`src/common/rlbt_pkg.sv`:
```
// Constants and types shared by the return-link burst timing block
package rlbt_pkg;
	localparam int REF_W = 42;
	localparam int SYMCNT_W = 16;
	localparam int BYTECNT_W = 16;
	localparam int FRAME_DELAY = 2;
	localparam int FRAME_W = 8;
	localparam logic [7:0] CELL_BYTES = 8'd53;
	localparam logic [7:0] PACKET_BYTES = 8'd188;
	localparam logic [REF_W-1:0] REF_RESET = '0;
	localparam logic [SYMCNT_W-1:0] RX_DELAY_RESET = '0;
	localparam int CLK_MHZ = 25;
	localparam int LINK_MHZ = 27;
	typedef enum logic [1:0] {BK_TRAFFIC, BK_ACQ, BK_KEEPALIVE, BK_LOGON} rlbt_kind_e;
	typedef enum {ST_IDLE, ST_WAIT, ST_PRE_GUARD, ST_PREAMBLE, ST_BODY, ST_TRAIL, ST_GUARD} rlbt_state_e;
endpackage

```
`src/rtl/rlbt_burst_timing.sv`:
```
// Return-link reference counter, superframe timing and burst serialiser
`timescale 1ns/10ps
`default_nettype none
module rlbt_burst_timing (
	input wire logic core_clk,
	input wire logic rst_n,
	input wire logic ref_clk_in,
	input wire logic adaptive_mode,
	input wire logic ref_valid,
	input wire logic [rlbt_pkg::REF_W-1:0] ref_value,
	input wire logic ref_on_signalling_pid,
	input wire logic frame_start,
	input wire logic [rlbt_pkg::SYMCNT_W-1:0] rx_delay,
	input wire logic plan_valid,
	input wire logic [rlbt_pkg::REF_W-1:0] plan_superframe_start,
	input wire logic [rlbt_pkg::REF_W-1:0] plan_burst_offset,
	input wire logic [1:0] plan_kind,
	input wire logic [rlbt_pkg::BYTECNT_W-1:0] plan_slot_bytes,
	input wire logic [rlbt_pkg::BYTECNT_W-1:0] plan_preamble_bits,
	input wire logic [rlbt_pkg::BYTECNT_W-1:0] plan_guard_counts,
	input wire logic [rlbt_pkg::BYTECNT_W-1:0] plan_prefix_bytes,
	input wire logic [rlbt_pkg::BYTECNT_W-1:0] plan_trail_bits,
	input wire logic packet_mode,
	input wire logic packet_capable,
	input wire logic payload_bit,
	output logic payload_ready,
	output logic [rlbt_pkg::REF_W-1:0] local_ref,
	output logic superframe_start,
	output logic burst_active,
	output logic tx_bit,
	output logic tx_bit_valid,
	output logic preamble_active,
	output logic guard_active,
	output logic [rlbt_pkg::BYTECNT_W-1:0] packets_in_slot,
	output logic logon_packet_flag
);
	import rlbt_pkg::*;
	logic [2:0] clk_sync_q;
	logic ref_tick;
	logic [REF_W-1:0] local_ref_q;
	logic [REF_W-1:0] sof_ref_q [0:FRAME_DELAY];
	logic [REF_W-1:0] sched_q;
	logic [REF_W-1:0] plan_sf_q;
	logic superframe_start_q;
	logic sf_armed_q;
	rlbt_kind_e kind_q;
	rlbt_state_e state_q;
	logic [BYTECNT_W-1:0] pre_len_q, body_len_q, trail_len_q, guard_len_q;
	logic [BYTECNT_W-1:0] cnt_q;
	logic [BYTECNT_W-1:0] body_bytes;
	logic tx_bit_q, tx_valid_q, payload_ready_q;
	logic [BYTECNT_W-1:0] packets_q;

	// Two flops before the link clock is looked at, third for edge detect
	always_ff @(posedge core_clk or negedge rst_n) begin
		if (!rst_n) begin
			clk_sync_q <= '0;
		end else begin
			clk_sync_q <= {clk_sync_q[1:0], ref_clk_in};
		end
	end
	assign ref_tick = clk_sync_q[1] & ~clk_sync_q[2];


	// Frame start snapshots; a reference is tied to the frame two back
	always_ff @(posedge core_clk or negedge rst_n) begin
		if (!rst_n) begin
			for (int i = 0; i <= FRAME_DELAY; i++) begin
				sof_ref_q[i] <= REF_RESET;
			end
		end else if (frame_start) begin
			sof_ref_q[0] <= local_ref_q;
			for (int i = 1; i <= FRAME_DELAY; i++) begin
				sof_ref_q[i] <= sof_ref_q[i-1];
			end
		end
	end


	// Counter free-runs on recovered edges and snaps to each reference carried on the signalling PID, or in adaptive mode to it plus the count since the paired frame
	// Pairing takes the snapshot two frame starts before ref_valid, so a value
	// whose second fragment lands frames later is paired with a later frame
	always_ff @(posedge core_clk or negedge rst_n) begin
		if (!rst_n) begin
			local_ref_q <= REF_RESET;
		end else if (ref_valid && ref_on_signalling_pid) begin
			if (adaptive_mode) begin
				// Value belongs to the SOF two frames before its top bit arrived
				local_ref_q <= ref_value + (local_ref_q - sof_ref_q[FRAME_DELAY]);
			end else begin
				local_ref_q <= ref_value;
			end
		end else if (ref_tick) begin
			local_ref_q <= local_ref_q + 1'b1;
		end
	end


	// Plan latch: superframe start as given by the plan
	always_ff @(posedge core_clk or negedge rst_n) begin
		if (!rst_n) begin
			plan_sf_q <= REF_RESET;
		end else if (plan_valid) begin
			plan_sf_q <= plan_superframe_start;
		end
	end

	// Receiver delay moves the burst only; the superframe mark stays on the plan value
	always_ff @(posedge core_clk or negedge rst_n) begin
		if (!rst_n) begin
			sched_q <= REF_RESET;
		end else if (plan_valid) begin
			sched_q <= plan_superframe_start + plan_burst_offset - REF_W'(rx_delay);
		end
	end

	// Armed until the first match, so a plan gives one superframe mark
	always_ff @(posedge core_clk or negedge rst_n) begin
		if (!rst_n) begin
			sf_armed_q <= 1'b0;
		end else if (plan_valid) begin
			sf_armed_q <= 1'b1;
		end else if (sf_armed_q && local_ref_q == plan_sf_q) begin
			sf_armed_q <= 1'b0;
		end
	end

	// A new plan in the match cycle wins and rearms
	always_ff @(posedge core_clk or negedge rst_n) begin
		if (!rst_n) begin
			superframe_start_q <= 1'b0;
		end else begin
			superframe_start_q <= sf_armed_q && !plan_valid && local_ref_q == plan_sf_q;
		end
	end


	// Slot size to packet count; only the prefix bytes come off first
	always_comb begin
		body_bytes = plan_slot_bytes - plan_prefix_bytes;
	end
	always_ff @(posedge core_clk or negedge rst_n) begin
		if (!rst_n) begin
			packets_q <= '0;
		end else if (plan_valid) begin
			packets_q <= body_bytes / BYTECNT_W'(PACKET_BYTES);
		end
	end


	// Burst sequencer: one field after another, one bit per clock
	// A plan that arrives while a burst runs moves the schedule, superframe and packet count latches, not the burst
	always_ff @(posedge core_clk or negedge rst_n) begin
		if (!rst_n) begin
			state_q <= ST_IDLE;
			kind_q <= BK_TRAFFIC;
			cnt_q <= '0;
			pre_len_q <= '0;
			body_len_q <= '0;
			trail_len_q <= '0;
			guard_len_q <= '0;
		end else begin
			unique case (state_q)
				ST_IDLE: begin
					if (plan_valid) begin
						kind_q <= rlbt_kind_e'(plan_kind);
						pre_len_q <= plan_preamble_bits;
						guard_len_q <= plan_guard_counts;
						if (rlbt_kind_e'(plan_kind) == BK_TRAFFIC) begin
							if (packet_mode) begin
								// Whole packets only; leftover slot bytes stay idle
								body_len_q <= BYTECNT_W'((body_bytes / BYTECNT_W'(PACKET_BYTES))
									* BYTECNT_W'(PACKET_BYTES) * 8);
							end else begin
								body_len_q <= BYTECNT_W'((plan_prefix_bytes + (body_bytes / BYTECNT_W'(CELL_BYTES))
									* BYTECNT_W'(CELL_BYTES)) * 8);
							end
						end else begin
							body_len_q <= BYTECNT_W'(plan_prefix_bytes * 8);
						end
						trail_len_q <= plan_trail_bits;
						state_q <= ST_WAIT;
					end
				end
				ST_WAIT: begin
					if (local_ref_q == sched_q) begin
						cnt_q <= '0;
						state_q <= (kind_q == BK_ACQ) ? ST_PRE_GUARD : ST_PREAMBLE;
					end
				end
				ST_PRE_GUARD: begin
					if (cnt_q >= guard_len_q) begin
						cnt_q <= '0;
						state_q <= ST_PREAMBLE;
					end else if (ref_tick) begin
						cnt_q <= cnt_q + 1'b1;
					end
				end
				ST_PREAMBLE: begin
					if (cnt_q + 1'b1 >= pre_len_q) begin
						cnt_q <= '0;
						state_q <= ST_BODY;
					end else begin
						cnt_q <= cnt_q + 1'b1;
					end
				end
				ST_BODY: begin
					if (cnt_q + 1'b1 >= body_len_q) begin
						cnt_q <= '0;
						state_q <= (trail_len_q != '0) ? ST_TRAIL : ST_GUARD;
					end else begin
						cnt_q <= cnt_q + 1'b1;
					end
				end
				ST_TRAIL: begin
					if (cnt_q + 1'b1 >= trail_len_q) begin
						cnt_q <= '0;
						state_q <= ST_GUARD;
					end else begin
						cnt_q <= cnt_q + 1'b1;
					end
				end
				ST_GUARD: begin
					if (cnt_q >= guard_len_q) begin
						cnt_q <= '0;
						state_q <= ST_IDLE;
					end else if (ref_tick) begin
						cnt_q <= cnt_q + 1'b1;
					end
				end
			endcase
		end
	end


	// Bits are valid through preamble, body and trailer; the guard sends nothing
	always_ff @(posedge core_clk or negedge rst_n) begin
		if (!rst_n) begin
			tx_valid_q <= 1'b0;
		end else begin
			tx_valid_q <= state_q == ST_PREAMBLE || state_q == ST_BODY || state_q == ST_TRAIL;
		end
	end

	always_ff @(posedge core_clk or negedge rst_n) begin
		if (!rst_n) begin
			payload_ready_q <= 1'b0;
		end else begin
			payload_ready_q <= state_q == ST_BODY || state_q == ST_TRAIL;
		end
	end

	// Serial output; the source shifts fields out most significant bit first
	always_ff @(posedge core_clk or negedge rst_n) begin
		if (!rst_n) begin
			tx_bit_q <= 1'b0;
		end else if (kind_q == BK_LOGON && state_q == ST_BODY && cnt_q == '0) begin
			tx_bit_q <= packet_capable;
		end else begin
			tx_bit_q <= payload_bit;
		end
	end

	always_ff @(posedge core_clk or negedge rst_n) begin
		if (!rst_n) begin
			logon_packet_flag <= 1'b0;
		end else begin
			logon_packet_flag <= packet_capable;
		end
	end

	always_ff @(posedge core_clk or negedge rst_n) begin
		if (!rst_n) begin
			burst_active <= 1'b0;
		end else begin
			burst_active <= state_q != ST_IDLE && state_q != ST_WAIT;
		end
	end

	always_ff @(posedge core_clk or negedge rst_n) begin
		if (!rst_n) begin
			preamble_active <= 1'b0;
		end else begin
			preamble_active <= state_q == ST_PREAMBLE;
		end
	end

	// Guard before an acquisition burst shows the same as the trailing guard
	always_ff @(posedge core_clk or negedge rst_n) begin
		if (!rst_n) begin
			guard_active <= 1'b0;
		end else begin
			guard_active <= state_q == ST_GUARD || state_q == ST_PRE_GUARD;
		end
	end


	assign local_ref = local_ref_q;
	assign superframe_start = superframe_start_q;
	assign tx_bit = tx_bit_q;
	assign tx_bit_valid = tx_valid_q;
	assign payload_ready = payload_ready_q;
	assign packets_in_slot = packets_q;
endmodule
`default_nettype wire

```
`config.mk`:
```
export PLATFORM = sky130hd
export DESIGN_NAME = rlbt_burst_timing
export DESIGN_NICKNAME = d
export VERILOG_FILES = /design/src/common/rlbt_pkg.sv /design/src/rtl/rlbt_burst_timing.sv
export SDC_FILE = /design/constraint.sdc
export NUM_CORES = 1
export LEC_CHECK = 0
export ABC_AREA = 1
export BUFFER_PORTS_ARGS = -buffer_cell sky130_fd_sc_hd__buf_2
export CELL_PAD_IN_SITES_DETAIL_PLACEMENT = 1
export CELL_PAD_IN_SITES_GLOBAL_PLACEMENT = 2
export CORE_UTILIZATION = 32
export DETAILED_ROUTE_END_ITERATION = 10
export PLACE_DENSITY = 0.84
export SLEW_MARGIN = 40
export SYNTH_ARGS = -nofsm -noshare
export SYNTH_HDL_FRONTEND = slang
export SYNTH_SLANG_ARGS = --single-unit
```
`constraint.sdc`:
```
create_clock -name core_clk -period 5.85 [get_ports core_clk]
set_input_delay 0.585 -clock core_clk [delete_from_list [all_inputs] [get_ports core_clk]]
set_output_delay 0.585 -clock core_clk [all_outputs]
set_load 0.03 [all_outputs]
```
==> flow_summary.json <==
{
  "drtIter0Drc": 1670,
  "initial_core_util_pct": 32.39,
  "hold_class": "input port to flop",
  "holdWs_ns": 0.1094,
  "startpoint_type": "input port",
  "setup.worst_path.class": "input port to flop",
  "r2r_start": "local_ref[1]",
  "fin_nets": 6013,
  "hold_start": "packet_capable",
  "finalSetupViolations": 23,
  "rows": 116,
  "syn_avg_cell_area_um2": 7.249,
  "clock_path_buffers": 3,
  "htree_levels": 2,
  "grt_pass1_wl_um": 189000,
  "layout-drive-gt1-share_pct": 31.71,
  "critPathLaunch": "plan_slot_bytes[0]",
  "syn_inst": 4481,
  "synth_top_cell_area_share_pct": 27.35,
  "cts_tree": "yes",
  "grt_max_degree": 146,
  "ant_nets": 0,
  "status": "complete, but fails checks",
  "cts-buffers-inserted": 43,
  "hpwl_um": 94980,
  "cpPeakStageDelay_ns": 0.56,
  "crit_top_cell": "nand2_4",
  "antenna_found_initial": 8,
  "path_clk_slew_ns": 0.06,
  "cp_max_fo": 8,
  "route.detailed.drc": 0,
  "postSynth.asyncResetShare_pct": 100.0,
  "period_needed_ns": 11.63,
  "critPathArrivalTime_ns": 12.12,
  "ys_ff_latch": 355,
  "crit_slowest_cell": "fa_1",
  "vias": 33320,
  "maxCapViolCount": 0,
  "clock.fmax_mhz": 85.96,
  "ys_types": 76,
  "place_ws_ns": -6.449,
  "grt_overflow": 0,
  "violations": "setup timing",
  "synth_area_um2": 32480,
  "gp_congestion": 0.8793,
  "final_common_cell": "inv_1",
  "yosysWarnings": 0,
  "fin_util_pct": 44.27,
  "routed_via_density": 4.880,
  "rsz0062_at_grt": "true",
  "hold_viol_final": 0,
  "tightest_slew_ns": 0.7879,
  "dr.pass1.iters": 9,
  "end_kind": "flop",
  "ys_seq_area_share_pct": 27.35,
  "numClockSinks": 355,
  "grt_pass1_vias": 34820,
  "fp.dieH_um": 320.6,
  "die_x_um": 320.6,
  "fin_worst_skew_ns": 0.02654,
  "cts_root_buffer": "clkbuf_16",
  "final_cells": 6827,
  "synth_largest_area_cell": "dfrtp_1",
  "synth-main-ff-cell": "dfrtp_1",
  "cp.required_ns": 6.34,
  "period_share_pct": 198.8,
  "final_cell_mix": "790 x inv_1, 744 x nand2_1, 683 x buf_4, 353 x dfrtp_1, 297 x o21ai_0",
  "dp.cells": 6568,
  "dieArea_um2": 102800,
  "final.setup.worst_slack_ns": -5.783,
  "core_area_um2": 100300,
  "pin_count": 301,
  "slew_violations": 0,
  "wirelength_um": 123200,
  "slew_headroom_pct": 47.28,
  "io_buffers": 293,
  "grt.total_usage_pct": 23.23,
  "syn_to_final_growth_pct": 36.69,
  "wire_per_inst_um": 18.04,
  "synth_area_leaders": "dfrtp_1 27%, inv_1 9.7%, nand2_1 9.7%, ha_1 9.5%, fa_1 6.0%",
  "insertion_delay_ns": 0.61,
  "synth_edf_count": 0
}
## layout make-up
| cell class | count | area, um^2 |
|---|---|---|
| diodes | 2 | 5.005 |
| clock buffers | 63 | 1261 |
| clock inverters | 17 | 236.5 |
| fillers | 12500 | 55890 |
| inverters | 887 | 3408 |
| multi-input cells | 3124 | 21650 |
| flip-flops and latches | 355 | 8886 |
| well taps | 1357 | 1698 |
| repair buffers | 1022 | 7258 |
## final timing paths
path	endpoint	slack, ns	cells after the start
worst max register to register	local_ref[35]	-0.73	53
min in group asynchronous	sof_ref_q[54]	0.47	2
max in group asynchronous	sched_q[39]	4.14	4
worst min register to register	clk_sync_q[2]	0.38	0
worst min-delay path	logon_packet_flag	0.11	1
worst max-delay path	body_len_q[15]	-5.78	98
## worst max-delay path, delay by kind of cell
| kind | cells | cell delay (ns) |
|---|---|---|
| AO/OA/AOI/OAI | 11 | 1.40 |
| XOR/XNOR | 4 | 0.61 |
| adder cells (fa/ha/maj) | 9 | 2.69 |
| buffers and inverters | 17 | 1.34 |
| AND/OR/NAND/NOR | 57 | 5.48 |
## cell families after synthesis
| kind of cell | share of synthesized area [%] |
|---|---|
| AO/OA/AOI/OAI | 13.71 |
| flip-flops | 27.35 |
| XOR/XNOR | 5.408 |
| multiplexers | 0.2080 |
| other | 0.01154 |
| buffers and inverters | 12.04 |
| adder cells (fa/ha/maj) | 15.55 |
| AND/OR/NAND/NOR | 25.73 |
## cells in the mapped netlist, types with 6 or more instances
cell type / number
a2111oi_0: 8
a21boi_0: 7
a21oi_1: 294
a31oi_1: 30
buf_1: 12
buf_4: 8
buf_6: 6
clkbuf_1: 96
clkinv_1: 8
dfrtp_1: 355
fa_1: 98
ha_1: 247
inv_1: 841
inv_2: 28
mux2_2: 6
nand2_1: 840
nand2_2: 92
nand2_4: 37
nand2_8: 6
nand3_1: 213
nand3_2: 22
nand3b_1: 6
nand4_1: 69
nor2_1: 324
nor2_2: 20
nor2_4: 14
nor3_1: 38
nor4_1: 23
o211ai_1: 26
o21ai_0: 347
o21ai_1: 20
o21ai_2: 8
o21bai_1: 10
o22ai_1: 7
or2_2: 25
xnor2_1: 69
xor2_1: 126
## sequential cells by signal (all words and copies together), names as in the netlist, 13 cells and up
register     count
cnt_q           16
guard_len_q     16
body_len_q      13
trail_len_q     16
sched_q         42
sof_ref_q      126
pre_len_q       16
local_ref       42
plan_sf_q       42
## layer usage
metal | GRT usage, % | vias up | share of wire [%]
met2 | 41.05 | 547 | 50
met3 | 1.661 | 183 | 3.0
met4 | 7.698 | 0 | 3.4
li1 | - | 16180 | -
met5 | 0 | - | 0
met1 | 29.82 | 16410 | 44
## what timing repair did
item,CTS,global route
hold buffers,1,0
pin swaps,71,197
resized for setup,152,324
endpoints found under the setup margin,25,36
hold endpoints to repair,47,0
setup buffers,135,86
cloned,5,0
## through the flow
stage / setup TNS (ns) / instance area, um^2
after global placement: -76.73 / 39750
final: -67.55 / 44400
after floorplan: -57.27 / 32910
after CTS: -63.39 / 42880
after global routing: -80.26 / 44400
after detailed placement: -85.11 / 39780
Power is left out: the tool's default activity adds up to more than one toggle a clock period on the data nets, which glitch-free logic cannot reach.
